==> src/rtl/aasf_pkg.sv <==
// package for the amplifier status flag register bank
// assumes an 8-bit register port with an address that carries the page
package aasf_pkg;
    // address width: bit 8 selects the page, bits 7:0 the register
    localparam int unsigned ADDR_W = 9;
    localparam int unsigned DATA_W = 8;

    // page-zero register offsets
    localparam logic [8:0] OFF_CLOCK_FAULT_FLAGS  = 9'h0_5F;
    localparam logic [8:0] OFF_ANALOG_MUTE_MON    = 9'h0_6C;
    localparam logic [8:0] OFF_PIN_LEVEL_READBACK = 9'h0_77;
    localparam logic [8:0] OFF_AUTO_MUTE_FLAGS    = 9'h0_78;
    // page-one register offsets
    localparam logic [8:0] OFF_OUTPUT_AMPL_SEL    = 9'h1_01;
    localparam logic [8:0] OFF_ANALOG_GAIN_SEL    = 9'h1_02;
    // interrupt registers on page one
    localparam logic [8:0] OFF_IRQ_STATUS         = 9'h1_F0;
    localparam logic [8:0] OFF_IRQ_CLEAR          = 9'h1_F1;
    localparam logic [8:0] OFF_IRQ_ENABLE         = 9'h1_F2;

    // clock fault flag fields
    localparam int unsigned BIT_MCLK_HALT    = 4;
    localparam int unsigned BIT_CLK_MISSING  = 2;
    localparam int unsigned BIT_RESYNC       = 1;
    localparam int unsigned BIT_CLK_ERROR    = 0;
    // analog mute monitor fields
    localparam int unsigned BIT_LEFT_MUTE    = 1;
    localparam int unsigned BIT_RIGHT_MUTE   = 0;
    // pin level readback fields
    localparam int unsigned BIT_PIN_TWO      = 5;
    localparam int unsigned BIT_MUTE_PIN     = 4;
    localparam int unsigned BIT_PIN_ZERO     = 3;
    // auto mute flag fields
    localparam int unsigned BIT_LEFT_AMUTE   = 4;
    localparam int unsigned BIT_RIGHT_AMUTE  = 0;
    // page-one fields
    localparam int unsigned BIT_AMPL_MODE    = 0;
    localparam int unsigned BIT_LEFT_GAIN    = 4;
    localparam int unsigned BIT_RIGHT_GAIN   = 0;
    // interrupt status fields
    localparam int unsigned IRQ_HALT         = 0;
    localparam int unsigned IRQ_ERROR        = 1;
    localparam int unsigned IRQ_W            = 2;

    // reset values
    localparam logic [7:0] RST_OUTPUT_AMPL   = 8'h00;
    localparam logic [7:0] RST_ANALOG_GAIN   = 8'h00;
    localparam logic [1:0] RST_IRQ_ENABLE    = 2'h0;
    localparam logic [7:0] READ_UNMAPPED     = 8'h00;
endpackage : aasf_pkg

==> src/rtl/aasf_regs.sv <==
// status and configuration register bank of a stereo amplifier
// assumes detector inputs arrive from other clock domains or pins,
// and a single-cycle strobe register port on core_clk_in
`timescale 1ns/1ns

// Function
// - halt event latches bit 4 until read
// - halt bit reads one once, read clears
// - bit 2 shows both serial clocks missing
// - bit 1 shows live resync status
// - clock error latches bit 0, read clears
// - bit 1 left analog mute, zero muted
// - bit 0 right analog mute, zero muted
// - bit 5 shows general pin two level
// - bit 4 shows external mute pin level
// - bit 3 shows general pin zero level
// - bit 4 shows left auto mute
// - bit 0 shows right auto mute
// - amplitude mode bit 0, reset zero
// - gain bits select 0/-6 dB, reset zero
module aasf_regs #(
    parameter int unsigned SYNC_STAGES = 2   // synchroniser depth
) (
    input  wire logic       core_clk_in,           // system clock
    input  wire logic       sys_rst_in,            // sync reset, high
    input  wire logic [8:0] reg_addr_in,           // page and offset
    input  wire logic [7:0] reg_wdata_in,          // write data
    input  wire logic       reg_write_in,          // write strobe
    input  wire logic       reg_read_in,           // read strobe
    output logic      [7:0] reg_rdata_out,         // read data
    input  wire logic       master_clock_halt_in,  // halt detector level
    input  wire logic       clock_error_in,        // clock error level
    input  wire logic       serial_clocks_missing_in,
    input  wire logic       clock_resync_active_in,
    input  wire logic       left_analog_mute_state_in,  // high = unmute
    input  wire logic       right_analog_mute_state_in, // high = unmute
    input  wire logic       general_pin_two_in,
    input  wire logic       mute_pin_in,
    input  wire logic       general_pin_zero_in,
    input  wire logic       left_auto_mute_flag_in,
    input  wire logic       right_auto_mute_flag_in,
    output logic            output_amplitude_mode_out, // 1 = common mode
    output logic            left_analog_gain_out,      // 1 = -6 dB
    output logic            right_analog_gain_out,     // 1 = -6 dB
    output logic            irq_out                    // level interrupt
);

    // number of asynchronous inputs passing the synchroniser
    localparam int unsigned N_IN    = 11;
    // width of the interrupt status and enable registers
    localparam int unsigned IRQ_W_L = aasf_pkg::IRQ_W;

    // only a two-flop synchroniser is built; refuse other depths
    if (SYNC_STAGES != 2) begin : g_bad_sync
        $error("aasf_regs: SYNC_STAGES must be 2");
    end

    // whole state of the block
    typedef struct packed {
        logic [N_IN-1:0] sync1;       // first synchroniser stage
        logic [N_IN-1:0] sync2;       // second synchroniser stage
        logic            halt_prev;   // halt level, one cycle old
        logic            err_prev;    // error level, one cycle old
        logic            halt_latch;  // latched master clock halt
        logic            err_latch;   // latched clock error
        logic            ampl_mode;   // output amplitude mode
        logic            left_gain;   // left analog gain
        logic            right_gain;  // right analog gain
        logic [IRQ_W_L-1:0] irq_stat; // sticky interrupt status
        logic [IRQ_W_L-1:0] irq_en;   // interrupt enables
        logic [7:0]      rdata;       // registered read data
    } aasf_state_s;

    aasf_state_s st;       // registered state
    aasf_state_s next_st;  // next state

    // synchroniser input vector in a fixed order
    logic [N_IN-1:0] raw_in;
    assign raw_in = {master_clock_halt_in, clock_error_in,
                     serial_clocks_missing_in, clock_resync_active_in,
                     left_analog_mute_state_in, right_analog_mute_state_in,
                     general_pin_two_in, mute_pin_in, general_pin_zero_in,
                     left_auto_mute_flag_in, right_auto_mute_flag_in};

    // synchronised levels, named
    logic s_halt, s_err, s_miss, s_resync, s_lmute, s_rmute;
    logic s_pin2, s_mpin, s_pin0, s_lam, s_ram;
    assign {s_halt, s_err, s_miss, s_resync, s_lmute, s_rmute,
            s_pin2, s_mpin, s_pin0, s_lam, s_ram} = st.sync2;

    // address decode shared by read and write paths
    function automatic logic hit(input logic [8:0] a, input logic [8:0] o);
        hit = (a == o);
    endfunction : hit

    // rising edges of the synchronised event levels
    logic halt_rise;
    logic err_rise;
    assign halt_rise = s_halt & ~st.halt_prev;
    assign err_rise  = s_err & ~st.err_prev;

    // read strobes that clear the latched clock fault bits
    logic cff_read;
    assign cff_read = reg_read_in &
                      hit(reg_addr_in, aasf_pkg::OFF_CLOCK_FAULT_FLAGS);

    // next-state logic
    always_comb begin
        next_st = st;
        next_st.sync1 = raw_in;
        next_st.sync2 = st.sync1;
        next_st.halt_prev = s_halt;
        next_st.err_prev  = s_err;
        // latched bits: a new event wins over a clearing read
        if (halt_rise) begin
            next_st.halt_latch = 1'b1;
        end else if (cff_read) begin
            next_st.halt_latch = 1'b0;
        end
        if (err_rise) begin
            next_st.err_latch = 1'b1;
        end else if (cff_read) begin
            next_st.err_latch = 1'b0;
        end
        // interrupt status: clear by write of one, set wins
        if (reg_write_in && hit(reg_addr_in, aasf_pkg::OFF_IRQ_CLEAR)) begin
            next_st.irq_stat = st.irq_stat & ~reg_wdata_in[IRQ_W_L-1:0];
        end
        if (halt_rise) begin
            next_st.irq_stat[aasf_pkg::IRQ_HALT] = 1'b1;
        end
        if (err_rise) begin
            next_st.irq_stat[aasf_pkg::IRQ_ERROR] = 1'b1;
        end
        // register writes
        if (reg_write_in) begin
            if (hit(reg_addr_in, aasf_pkg::OFF_OUTPUT_AMPL_SEL)) begin
                next_st.ampl_mode =
                    reg_wdata_in[aasf_pkg::BIT_AMPL_MODE];
            end
            if (hit(reg_addr_in, aasf_pkg::OFF_ANALOG_GAIN_SEL)) begin
                next_st.left_gain =
                    reg_wdata_in[aasf_pkg::BIT_LEFT_GAIN];
                next_st.right_gain =
                    reg_wdata_in[aasf_pkg::BIT_RIGHT_GAIN];
            end
            if (hit(reg_addr_in, aasf_pkg::OFF_IRQ_ENABLE)) begin
                next_st.irq_en = reg_wdata_in[IRQ_W_L-1:0];
            end
        end
        // read mux, data valid the cycle after the strobe
        next_st.rdata = 8'h00;
        if (reg_read_in) begin
            unique case (reg_addr_in)
                aasf_pkg::OFF_CLOCK_FAULT_FLAGS: begin
                    // latched bits show pending events, then clear
                    next_st.rdata[aasf_pkg::BIT_MCLK_HALT] =
                        st.halt_latch;
                    next_st.rdata[aasf_pkg::BIT_CLK_MISSING] =
                        s_miss;
                    next_st.rdata[aasf_pkg::BIT_RESYNC] =
                        s_resync;
                    next_st.rdata[aasf_pkg::BIT_CLK_ERROR] =
                        st.err_latch;
                end
                aasf_pkg::OFF_ANALOG_MUTE_MON: begin
                    next_st.rdata[aasf_pkg::BIT_LEFT_MUTE]  = s_lmute;
                    next_st.rdata[aasf_pkg::BIT_RIGHT_MUTE] = s_rmute;
                end
                aasf_pkg::OFF_PIN_LEVEL_READBACK: begin
                    next_st.rdata[aasf_pkg::BIT_PIN_TWO]  = s_pin2;
                    next_st.rdata[aasf_pkg::BIT_MUTE_PIN] = s_mpin;
                    next_st.rdata[aasf_pkg::BIT_PIN_ZERO] = s_pin0;
                end
                aasf_pkg::OFF_AUTO_MUTE_FLAGS: begin
                    next_st.rdata[aasf_pkg::BIT_LEFT_AMUTE]  = s_lam;
                    next_st.rdata[aasf_pkg::BIT_RIGHT_AMUTE] = s_ram;
                end
                aasf_pkg::OFF_OUTPUT_AMPL_SEL: begin
                    next_st.rdata[aasf_pkg::BIT_AMPL_MODE] = st.ampl_mode;
                end
                aasf_pkg::OFF_ANALOG_GAIN_SEL: begin
                    next_st.rdata[aasf_pkg::BIT_LEFT_GAIN]  = st.left_gain;
                    next_st.rdata[aasf_pkg::BIT_RIGHT_GAIN] = st.right_gain;
                end
                aasf_pkg::OFF_IRQ_STATUS: begin
                    next_st.rdata[IRQ_W_L-1:0] = st.irq_stat;
                end
                aasf_pkg::OFF_IRQ_ENABLE: begin
                    next_st.rdata[IRQ_W_L-1:0] = st.irq_en;
                end
                default: begin
                    // unmapped and write-only addresses read zero
                    next_st.rdata = aasf_pkg::READ_UNMAPPED;
                end
            endcase
        end
    end

    // state register with synchronous reset
    always_ff @(posedge core_clk_in) begin
        if (sys_rst_in) begin
            st            <= '0;
            st.ampl_mode  <= aasf_pkg::RST_OUTPUT_AMPL[0];
            st.left_gain  <= aasf_pkg::RST_ANALOG_GAIN[4];
            st.right_gain <= aasf_pkg::RST_ANALOG_GAIN[0];
            st.irq_en     <= aasf_pkg::RST_IRQ_ENABLE;
        end else begin
            st <= next_st;
        end
    end

    // outputs straight from flip-flops; irq_out is the OR of status AND enable flops
    assign reg_rdata_out             = st.rdata;
    // the host must program dividers itself in common mode with PLL
    assign output_amplitude_mode_out = st.ampl_mode;
    assign left_analog_gain_out      = st.left_gain;
    assign right_analog_gain_out     = st.right_gain;
    assign irq_out                   = |(st.irq_stat & st.irq_en);

    // a halt edge is reported in the latched bit on the next cycle
    property p_halt_latch;
        @(posedge core_clk_in) disable iff (sys_rst_in)
        halt_rise |=> st.halt_latch;
    endproperty
    a_halt_latch: assert property (p_halt_latch)
        else $error("halt edge not latched");

    // a clearing read with no new halt leaves the bit low
    property p_halt_clear;
        @(posedge core_clk_in) disable iff (sys_rst_in)
        cff_read && !halt_rise |=> !st.halt_latch;
    endproperty
    a_halt_clear: assert property (p_halt_clear)
        else $error("halt bit not cleared by read");

    // read data of the fault register carries the latched halt
    property p_halt_read;
        @(posedge core_clk_in) disable iff (sys_rst_in)
        cff_read |=> reg_rdata_out[4] == $past(st.halt_latch);
    endproperty
    a_halt_read: assert property (p_halt_read)
        else $error("halt read value wrong");

    // missing clocks bit follows the synchronised level
    property p_missing;
        @(posedge core_clk_in) disable iff (sys_rst_in)
        cff_read |=> reg_rdata_out[2] == $past(s_miss);
    endproperty
    a_missing: assert property (p_missing)
        else $error("clock missing bit wrong");

    // resync bit is live
    property p_resync;
        @(posedge core_clk_in) disable iff (sys_rst_in)
        cff_read |=> reg_rdata_out[1] == $past(s_resync);
    endproperty
    a_resync: assert property (p_resync)
        else $error("resync bit wrong");

    // error edge coinciding with a read still latches
    property p_err_keep;
        @(posedge core_clk_in) disable iff (sys_rst_in)
        err_rise && cff_read |=> st.err_latch ##1 1'b1;
    endproperty
    a_err_keep: assert property (p_err_keep)
        else $error("clock error lost on read");

    // clock error latch clears after a read without a new error
    property p_err_clear;
        @(posedge core_clk_in) disable iff (sys_rst_in)
        cff_read && !err_rise |=> !st.err_latch;
    endproperty
    a_err_clear: assert property (p_err_clear)
        else $error("clock error not cleared");

    // mute monitor read returns both channel states
    property p_mute_mon;
        @(posedge core_clk_in) disable iff (sys_rst_in)
        reg_read_in && reg_addr_in == aasf_pkg::OFF_ANALOG_MUTE_MON
        |=> reg_rdata_out == {6'h00, $past(s_lmute), $past(s_rmute)};
    endproperty
    a_mute_mon: assert property (p_mute_mon)
        else $error("mute monitor read wrong");

    // gain write shows on the outputs next cycle
    property p_gain;
        @(posedge core_clk_in) disable iff (sys_rst_in)
        reg_write_in && reg_addr_in == aasf_pkg::OFF_ANALOG_GAIN_SEL
        |=> left_analog_gain_out == $past(reg_wdata_in[4]) &&
            right_analog_gain_out == $past(reg_wdata_in[0]);
    endproperty
    a_gain: assert property (p_gain)
        else $error("gain bits not written");

    // an error edge is reported in the latched bit on the next cycle
    property p_err_latch;
        @(posedge core_clk_in) disable iff (sys_rst_in)
        err_rise |=> st.err_latch;
    endproperty
    a_err_latch: assert property (p_err_latch)
        else $error("clock error edge not latched");

    // read data of the fault register carries the latched error
    property p_err_read;
        @(posedge core_clk_in) disable iff (sys_rst_in)
        cff_read |=> reg_rdata_out[0] == $past(st.err_latch);
    endproperty
    a_err_read: assert property (p_err_read)
        else $error("clock error read value wrong");

    // halt edge coinciding with a read still latches
    property p_halt_keep;
        @(posedge core_clk_in) disable iff (sys_rst_in)
        halt_rise && cff_read |=> st.halt_latch;
    endproperty
    a_halt_keep: assert property (p_halt_keep)
        else $error("halt lost on read");

    // latched halt stays set until a read of the fault register
    property p_halt_hold;
        @(posedge core_clk_in) disable iff (sys_rst_in)
        st.halt_latch && !cff_read |=> st.halt_latch;
    endproperty
    a_halt_hold: assert property (p_halt_hold)
        else $error("halt bit dropped without read");

    // latched error stays set until a read of the fault register
    property p_err_hold;
        @(posedge core_clk_in) disable iff (sys_rst_in)
        st.err_latch && !cff_read |=> st.err_latch;
    endproperty
    a_err_hold: assert property (p_err_hold)
        else $error("clock error dropped without read");

    // pin readback returns the three synchronised pin levels
    property p_pin_level;
        @(posedge core_clk_in) disable iff (sys_rst_in)
        reg_read_in && reg_addr_in == aasf_pkg::OFF_PIN_LEVEL_READBACK
        |=> reg_rdata_out == {2'b00, $past(s_pin2), $past(s_mpin),
                              $past(s_pin0), 3'b000};
    endproperty
    a_pin_level: assert property (p_pin_level)
        else $error("pin level read wrong");

    // auto mute read returns both channel flags
    property p_auto_mute;
        @(posedge core_clk_in) disable iff (sys_rst_in)
        reg_read_in && reg_addr_in == aasf_pkg::OFF_AUTO_MUTE_FLAGS
        |=> reg_rdata_out == {3'b000, $past(s_lam), 3'b000, $past(s_ram)};
    endproperty
    a_auto_mute: assert property (p_auto_mute)
        else $error("auto mute read wrong");

    // amplitude mode write shows on the output next cycle
    property p_ampl_write;
        @(posedge core_clk_in) disable iff (sys_rst_in)
        reg_write_in && reg_addr_in == aasf_pkg::OFF_OUTPUT_AMPL_SEL
        |=> output_amplitude_mode_out == $past(reg_wdata_in[0]);
    endproperty
    a_ampl_write: assert property (p_ampl_write)
        else $error("amplitude mode not written");

    // amplitude mode read returns the stored bit only
    property p_ampl_read;
        @(posedge core_clk_in) disable iff (sys_rst_in)
        reg_read_in && reg_addr_in == aasf_pkg::OFF_OUTPUT_AMPL_SEL
        |=> reg_rdata_out == {7'h00, $past(st.ampl_mode)};
    endproperty
    a_ampl_read: assert property (p_ampl_read)
        else $error("amplitude mode read wrong");

    // gain read returns both stored gain bits in place
    property p_gain_read;
        @(posedge core_clk_in) disable iff (sys_rst_in)
        reg_read_in && reg_addr_in == aasf_pkg::OFF_ANALOG_GAIN_SEL
        |=> reg_rdata_out == {3'b000, $past(st.left_gain), 3'b000,
                              $past(st.right_gain)};
    endproperty
    a_gain_read: assert property (p_gain_read)
        else $error("gain read wrong");

    // control outputs come out of reset low
    property p_rst_values;
        @(posedge core_clk_in) disable iff (sys_rst_in)
        $fell(sys_rst_in) |-> !output_amplitude_mode_out &&
            !left_analog_gain_out && !right_analog_gain_out;
    endproperty
    a_rst_values: assert property (p_rst_values)
        else $error("control bits not cleared by reset");

endmodule : aasf_regs

==> config.mk <==
export PLATFORM = sky130hd
export DESIGN_NAME = aasf_regs
export DESIGN_NICKNAME = d
export VERILOG_FILES = /design/src/rtl/aasf_pkg.sv /design/src/rtl/aasf_regs.sv
export SDC_FILE = /design/constraint.sdc
export NUM_CORES = 1
export LEC_CHECK = 0
export BUFFER_PORTS_ARGS = -buffer_cell sky130_fd_sc_hd__buf_2
export CAP_MARGIN = 20
export CORE_MARGIN = 2
export CORE_UTILIZATION = 51
export DETAILED_ROUTE_END_ITERATION = 8
export GPL_TIMING_DRIVEN = 0
export PLACE_DENSITY_LB_ADDON = 0.08
export SLEW_MARGIN = 30
export SYNTH_ARGS = -nofsm -noshare
export SYNTH_HDL_FRONTEND = slang
export SYNTH_SLANG_ARGS = --single-unit
==> constraint.sdc <==
create_clock -name core_clk_in -period 2 [get_ports core_clk_in]
set_input_delay 0.3 -clock core_clk_in [delete_from_list [all_inputs] [get_ports core_clk_in]]
set_output_delay 0.3 -clock core_clk_in [all_outputs]
set_load 0.05 [all_outputs]
==> flow_summary.ini, run 1 <==
[run_status]
status = finished, final reports clean

[global_routing]
grt_usage_pct = 16.9
grt_pass1_vias = 1081
grt_overflow = 0
met1_usage_pct = 19.2
grt_util_met2_pct = 28.0
use_met3_pct = 5.19
busiest_layer = met2
grt_max_degree = 12
grt_antenna_before_repair = 0
grt_pass1_wl_um = 4400

[sta]
hold_violations = 0
fin_skew_ns = 0.00240
drv_slew = 0
rsz0062_at_grt = no
period_share_pct = 69.3
fmaxAchievable_mhz = 721
finalSetupViolCount = 0
setup_tns_ns = 0
layout_min_cycle_time_ns = 1.39

[yosys]
ys_async_sr_fraction_pct = 0
synthDistinctLibCells = 44
synth_top_area_share_pct = 48.9
ys_warn_count = 0
netlist_top_cells_count = dfxtp_1 (39), nor2b_1 (27), a21oi_1 (8), buf_4 (8), nor2_1 (7)
synth_ff_type = dfxtp_1
ys_ff_latch = 39
yosysMostFrequentCell = dfxtp_1
synth_enable_flop_cells = 0
synth_area_leader_cell = dfxtp_1
seq_area_frac_synth_pct = 48.9
synthTopCellsByArea = dfxtp_1 (49%), nor2b_1 (11%), mux2i_1 (3.8%), buf_4 (3.8%), a21oi_1 (2.5%)
syn-mean-instance-area_um2 = 9.91
syn_area_um2 = 1600
synth_cells = 161

[setup_path]
reg2reg_from = output_amplitude_mode_out
startpoint = st[11]
critPathArrivalTime_ns = 1.09
worstSetupPathType = reg -> out
critPathLaunchType = flip-flop
cp.required_ns = 1.70
crit_fanout = 3
endpoint_kind = output port

[floorplan]
die-area_um2 = 3590
io_pins = 44
core.rowCount = 20
initial_core_util_pct = 53.1
die_h_um = 59.9
core_um2 = 3000
die_x_um = 59.9

[clocking]
cts_hold_buf = 0
post-cts-setup-buffers = 0
clk_latency_ns = 0.32
ctsResizeCount = 0
clk_pin_slew_ns = 0.10
cts_tree = done
clock_path_buffers = 2
h-tree-depth = 2
cts_buffers = 5
clockRootBuffer = clkbuf_4
cts.sinks = 39

[route]
vias = 1213
drt_iter0_markers = 76
firstDrtPassIters = 4
wirelength_um = 2760
routedWlPerCell_um = 11.6
ant_nets = 0
drc_errors = 0
vias_per_cell = 5.10

[final_layout]
diodes = 0
final_util_pct = 63.0
fillers = 264
finalNetCount = 237
drive_above_1_share_pct = 30.7
area.growth.synth_to_final_pct = 18.6

[power]
p_leak_nw = 0.806
power_density_nw_per_um2 = 743
ir_drop_mv = 0.501

[placement]
portBuffers = 36
routabilityCongestion = 0.855
hpwl_um = 2120

[hold_path]
holdCritStartpoint = left_auto_mute_flag_in
hp-class = in -> reg

[flow_run]
cap_violations = 0
==> report_power, final <==
group          internal [mW]  switching, mW  leakage (nW)
clock                  0.258          0.218        0.0383
combinational         0.0551         0.0656         0.448
sequential             0.802        0.00705         0.320
total                   1.11          0.291         0.806
==> path summary, 6_finish.rpt <==
| check | cells past startpoint | slack (ns) | to |
|---|---|---|---|
| max | 2 | 0.61 | irq_out |
| min | 2 | 0.17 | next_st[20] |
| max reg2reg | 4 | 0.99 | reg_rdata_out[0] |
| min reg2reg | 1 | 0.43 | reg_rdata_out[3] |
==> layout by cell type (no fill, tap or decap), types with 4 or more instances in the layout <==
cell type,instances
nor2b_1,27
inv_1,6
clkbuf_4,5
buf_2,37
nand3b_1,4
nor2_1,7
mux2i_1,6
nor3_1,4
clkbuf_1,5
buf_4,8
dfxtp_1,39
a21oi_1,8
==> final cells by class <==
cell class	count	area [um2]	share of cell area (%)
timing repair buffer	36	180	9.52
clock inverter	1	30.0	1.59
buffer	14	91.3	4.83
clock buffer	6	41.3	2.18
tap	33	41.3	2.18
inverter	6	22.5	1.19
sequential	39	781	41.3
multi-input combinational	103	704	37.2
==> kinds of logic (layout without fill, tap and decap cells) <==
kind of cell	after synthesis	count (layout)	share of synthesized area, %
other	1	2	0.235
AO/OA/AOI/OAI	22	22	8.86
flip-flops	39	39	48.9
AND/OR/NAND/NOR	71	71	29.8
multiplexers	7	7	4.47
buffers and inverters	20	63	7.14
XOR/XNOR	1	1	0.549
==> layer usage <==
metal | vias up | share of wire [%]
met4 | 0 | 2.0
met5 | - | 0
li1 | 627 | -
met3 | 5 | 7.8
met1 | 534 | 41
met2 | 47 | 50
==> stage by stage <==
step	std cells	worst slack (ns)	power, mW	hold slack, ns	area, um2
floorplan	162	0.521	0.899	0.372	1600
global placement	231	0.309	0.942	0.409	1820
detailed placement	231	0.278	0.947	0.411	1820
CTS	238	0.592	1.43	0.155	1890
global route	238	0.480	1.48	0.165	1890
finish	238	0.613	1.41	0.174	1890
==> flip-flops by register name, summed over array words and instances (netlist names) <==
| signal | cells |
|---|---|
| s_mpin | 1 |
| s_pin0 | 1 |
| s_lam | 1 |
| s_pin2 | 1 |
| st | 8 |
| s_resync | 1 |
| right_analog_gain_out | 1 |
| next_st | 13 |
| reg_rdata_out | 6 |
| s_ram | 1 |
| s_rmute | 1 |
| left_analog_gain_out | 1 |
| s_miss | 1 |
| s_lmute | 1 |
| output_amplitude_mode_out | 1 |
==> critical path, cell delays in order, from the launching register on <==
cell,delay [ns]
dfxtp_1,0.34
a22o_1,0.22
buf_2,0.20
Power figures use the tool's default switching activity.
==> run 2: changes to the inputs <==
--- a/config.mk
+++ b/config.mk
@@ -5,6 +5,7 @@
 export SDC_FILE = /design/constraint.sdc
 export NUM_CORES = 1
 export LEC_CHECK = 0
+export ABC_AREA = 1
 export BUFFER_PORTS_ARGS = -buffer_cell sky130_fd_sc_hd__buf_2
 export CAP_MARGIN = 20
 export CORE_MARGIN = 2
==> constraint.sdc (replaced) <==
create_clock -name core_clk_in -period 1.3 [get_ports core_clk_in]
set_input_delay 0.195 -clock core_clk_in [delete_from_list [all_inputs] [get_ports core_clk_in]]
set_output_delay 0.195 -clock core_clk_in [all_outputs]
set_load 0.05 [all_outputs]
==> run 2 against run 1 <==
- register-to-register slack got worse by 0.54 ns
- critical path depth unchanged
- core utilization increased by 0.98 points
- wire length increased by 2.1%
- sequential cell count unchanged
- via count increased by 11%
- largest cell class unchanged
- largest power group unchanged
==> flow_summary.ini, run 2 <==
[global_routing]
grt_overflow = 0
grt_max_degree = 12
grt_antenna_before_repair = 0
grt_pass1_wl_um = 4860
grt_usage_pct = 18.1
grt_pass1_vias = 1212

[floorplan]
io_pins = 44
die-area_um2 = 3710
die_x_um = 60.9
core.rowCount = 20
core_um2 = 3080
die_h_um = 60.9
initial_core_util_pct = 53.7

[setup_path]
cpLargestDelayFamily = flip-flops
critPathArrivalTime_ns = 1.07
ff2ff_setup_slack_ns = 0.45
critPathLaunchType = flip-flop
crit_chain = a22o_1 -> buf_6
crit_fanout = 3
reg2reg_from = next_st[17]
timing.rr.end = st[11]
cp_num_buf_inv = 1
max_stage_delay_ns = 0.35
slowest_stage = dfxtp_2
cp.required_ns = 1.11
endpoint_kind = output port
worstSetupPathType = reg -> out
reg2reg_depth = 3
startpoint = st[10]

[placement]
hpwl_um = 2240
dp.cells = 304
post-place-ws_ns = 0.111
portBuffers = 36
routabilityCongestion = 0.820

[yosys]
ys_warn_count = 0
synth_area_leader_cell = dfxtp_1
ys_async_sr_fraction_pct = 0
syn_area_um2 = 1650
synthDistinctLibCells = 28
syn-mean-instance-area_um2 = 7.41
synth_top_area_share_pct = 47.3
ys_ff_latch = 39
netlist_top_cells_count = inv_1 (45), dfxtp_1 (39), nor2_1 (38)
synth_cells = 223
synthTopCellsByArea = dfxtp_1 (47%), inv_1 (10%), nor2_1 (8.6%), nand2_1 (6.8%), nand3_1 (5.2%)
synth_ff_type = dfxtp_1
yosysMostFrequentCell = inv_1
synth_enable_flop_cells = 0
seq_area_frac_synth_pct = 47.3

[clocking]
clk_pin_slew_ns = 0.11
clk_latency_ns = 0.34
clockRootBuffer = clkbuf_4
cts_buffers = 5
cts_hold_buf = 0
clock_path_buffers = 2
cts_tree = done
cts.sinks = 39
h-tree-depth = 2
post-cts-setup-buffers = 0

[flow_run]
cap_violations = 0

[hold_path]
hp-class = in -> reg
holdCritStartpoint = serial_clocks_missing_in
hold_end = next_st[27]
hold_depth = 3

[route]
ant_nets = 0
routedWlPerCell_um = 9.06
drc_errors = 0
wirelength_um = 2820
vias = 1341
firstDrtPassIters = 4
drt_iter0_markers = 34
vias_per_cell = 4.31

[sta]
setup_tns_ns = 0
hold_slack_ns = 0.0532
setup_ws_ns = 0.0323
fmaxAchievable_mhz = 789
rsz0062_at_grt = no
layout_min_cycle_time_ns = 1.27
fin_skew_ns = 0.00887
hold_violations = 0
finalSetupViolCount = 0
period_share_pct = 97.5
drv_slew = 0

[final_layout]
final_util_pct = 64.0
fillers = 304
layout.cells.most_common_list = inv_1 (45), nor2_1 (38), dfxtp_1 (38)
area.growth.synth_to_final_pct = 19.2
fin_cells = 311
multi_input_area_um2 = 618
largest_reg_flops = 13
diodes = 0
finalNetCount = 299
drive_above_1_share_pct = 27.0
layout_commonest_cell = inv_1
seq_area_um2 = 782

[power]
p_leak_nw = 1.04
power_density_nw_per_um2 = 1110
ir_drop_mv = 0.899

[run_status]
status = finished, final reports clean
run 2: worst register-to-register path, cell delays in order, from the launching register on:
cell     delay, ns
dfxtp_1       0.32
inv_1         0.04
or2_2         0.29
a21oi_1       0.14
run 2: stage by stage:
stage	total power, mW	cell area, um2
6_report	2.18	1970
3_5_place_dp	1.46	1890
5_1_grt	2.28	1970
4_1_cts	2.20	1960
3_3_place_gp	1.45	1890
2_1_floorplan	1.38	1660
run 2: timing repair:
item / in CTS / in global routing
endpoints found under the hold margin: 0 / 0
endpoints found under the setup margin: 1 / 1
gates resized for setup: 1 / 2
run 2: final cells by class:
type	count	area share [%]
sequential	39	39.7
buffer	11	3.62
clock buffer	6	2.10
clock inverter	1	1.52
inverter	48	9.40
multi-input combinational	126	31.4
tap	44	2.80
timing repair buffer	36	9.47
run 2: kinds of logic (layout without fill, tap and decap cells):
family	Yosys count	count (layout)	share of synthesized area [%]
and+or+nand+nor	106	106	30.9
buffers and inverters	59	102	15.5
DFF	39	39	47.3
AOI/OAI and AO/OA	18	18	6.06
other	1	2	0.227
run 2: routing by layer:
layer / track usage [%] / routed length [um] / up-vias / share of wire [%]
met5: 0 / 0 / - / 0
met4: 7.45 / 49 / 0 / 1.7
met3: 5.76 / 152 / 5 / 5.4
met2: 31.2 / 1320 / 33 / 47
met1: 20.8 / 1300 / 563 / 46
li1: - / - / 740 / -
run 2: how the worst max path moves through the flow:
stage               slack (ns)  cells past startpoint                to
floorplan                 0.24                      6  reg_rdata_out[0]
global placement          0.11                      8  reg_rdata_out[4]
detailed placement        0.11                      8  reg_rdata_out[4]
CTS                     0.0009                      2           irq_out
global route             0.004                      2           irq_out
finish                    0.03                      2           irq_out
run 2: where the power goes:
part / internal, mW / total [mW] / switching, mW
Sequential: 1.23 / 1.25 / 0.0120
Combinational: 0.0679 / 0.183 / 0.115
Clock: 0.396 / 0.753 / 0.357
Total: 1.70 / 2.18 / 0.484
==> run 3: changes to the inputs <==
--- a/config.mk
+++ b/config.mk
@@ -5,7 +5,6 @@
 export SDC_FILE = /design/constraint.sdc
 export NUM_CORES = 1
 export LEC_CHECK = 0
-export ABC_AREA = 1
 export BUFFER_PORTS_ARGS = -buffer_cell sky130_fd_sc_hd__buf_2
 export CAP_MARGIN = 20
 export CORE_MARGIN = 2
==> run 3 against run 2 <==
- die area fell by 3.2%
- via count fell by 10%
- core utilization fell by 0.40 points
- worst setup slack improved by 0.017 ns
- first-iteration DRC count rose by 82%
- hold slack improved by 0.0077 ns
- final cell count fell by 23%
- sequential power barely moved
- clock-buffer cell count rose by 2
- clock power fell by 11%
- global-route usage fell by 1.2 points
- fmax rose by 1.4%
- critical path type unchanged
==> flow_summary.ini, run 3 (same netlist as run 1, synthesis figures left out) <==
[power]
power_density_nw_per_um2 = 1100
switchingPower_mw = 0.463
ir_drop_mv = 0.808
power.share.clock_pct = 31.8
p_int_mw = 1.64
p_comb_share_pct = 8.9
power_frac_seq_pct = 59.3
p_sw_share_pct = 22.0
p_leak_nw = 0.811

[setup_path]
slowest_stage = dfxtp_2
critPathLaunchType = flip-flop
endpoint_kind = output port
crit_chain = a22o_1 -> buf_6
cpLargestDelayFamily = flip-flops
critPathArrivalTime_ns = 1.06
max_stage_delay_ns = 0.34
cp_num_buf_inv = 1
cp.required_ns = 1.11
crit_fanout = 3
worstSetupPathType = reg -> out

[clocking]
cts_buffers = 5
clock_path_buffers = 2
clockRootBuffer = clkbuf_4
h-tree-depth = 2
clk_pin_slew_ns = 0.10
cts.sinks = 39
post-cts-setup-buffers = 0
clk_latency_ns = 0.33
cts_hold_buf = 0
cts_tree = done
ctsResizeCount = 1

[global_routing]
grt_max_degree = 12
grt_pass1_wl_um = 4430
grt_pass1_vias = 1086
grt_usage_pct = 16.9
grt_overflow = 0
grt_antenna_before_repair = 0

[final_layout]
drive_above_1_share_pct = 33.0
area.growth.synth_to_final_pct = 19.7
largest_reg_flops = 13
layout.cells.most_common_list = dfxtp_1 (38), buf_2 (36), nor2b_1 (27)
final_util_pct = 63.6
diodes = 0
final_area_um2 = 1910
finalNetCount = 237
fillers = 256
layout_commonest_cell = dfxtp_1

[sta]
rsz0062_at_grt = no
hold_violations = 0
fmaxAchievable_mhz = 800
period_share_pct = 96.2
finalSetupViolCount = 0
fin_skew_ns = 0.00306
drv_slew = 0
layout_min_cycle_time_ns = 1.25

[placement]
placed_cell_area_um2 = 1820
hpwl_um = 2100
portBuffers = 36
routabilityCongestion = 0.850

[floorplan]
io_pins = 44
initial_core_util_pct = 53.1
die-area_um2 = 3590
die_x_um = 59.9
core_um2 = 3000
die_h_um = 59.9
core.rowCount = 20

[route]
drc_errors = 0
wirelength_um = 2780
firstDrtPassIters = 4
vias = 1203
drt_iter0_markers = 62
ant_nets = 0
routedWlPerCell_um = 11.6
vias_per_cell = 5.03

[flow_run]
cap_violations = 0

[run_status]
status = finished, final reports clean

[hold_path]
hp-class = in -> reg
[run 3: per-stage QoR]
stage / instances / power, mW / setup TNS (ns) / setup WS (ns) / hold WS (ns)
final: 239 / 2.10 / 0 / 0.0494 / 0.0609
after global routing: 239 / 2.20 / 0 / 0.00527 / 0.0609
after CTS: 239 / 2.12 / 0 / 0.00604 / 0.0481
after detailed placement: 231 / 1.46 / -2.47 / -0.327 / 0.408
after global placement: 231 / 1.45 / -2.18 / -0.283 / 0.403
after floorplan: 162 / 1.38 / -0.166 / -0.0457 / 0.267
[run 3: area by class of cell]
type | count | area (um2) | area share [%]
Sequential cell | 39 | 782 | 41.0
Multi-Input combinational cell | 103 | 716 | 37.5
Timing Repair Buffer | 36 | 186 | 9.76
Buffer | 14 | 92.6 | 4.85
Clock buffer | 8 | 68.8 | 3.60
Tap cell | 33 | 41.3 | 2.16
Inverter | 6 | 22.5 | 1.18
[run 3: worst paths after layout]
path,from,end,slack (ns),depth (start not counted)
hold / removal,master_clock_halt_in,next_st[29],0.06,2
hold reg to reg,s_pin2,reg_rdata_out[5],0.44,1
setup / recovery,st[11],irq_out,0.05,2
setup reg to reg,output_amplitude_mode_out,reg_rdata_out[0],0.30,4
[run 3: worst reg2reg max path, cell delays in order (launching register included)]
cell	delay [ns]
dfxtp_1	0.37
nand3b_1	0.09
a21oi_1	0.15
o21ai_0	0.11
a22oi_1	0.21
[run 3: routing by layer]
layer	share of wire [%]	global-route usage [%]
met4	2.3	10.2
met5	0	0
met3	7.2	5.41
met2	47	27.6
met1	44	19.1
[run 3: power by group through the flow]
stage	registers [mW]	clock network (mW)	logic, mW
final	1.25	0.669	0.187
after CTS	1.25	0.690	0.184
after floorplan	1.27	0	0.113
after global routing	1.25	0.739	0.207
after global placement	1.27	0	0.178
after detailed placement	1.27	0	0.183
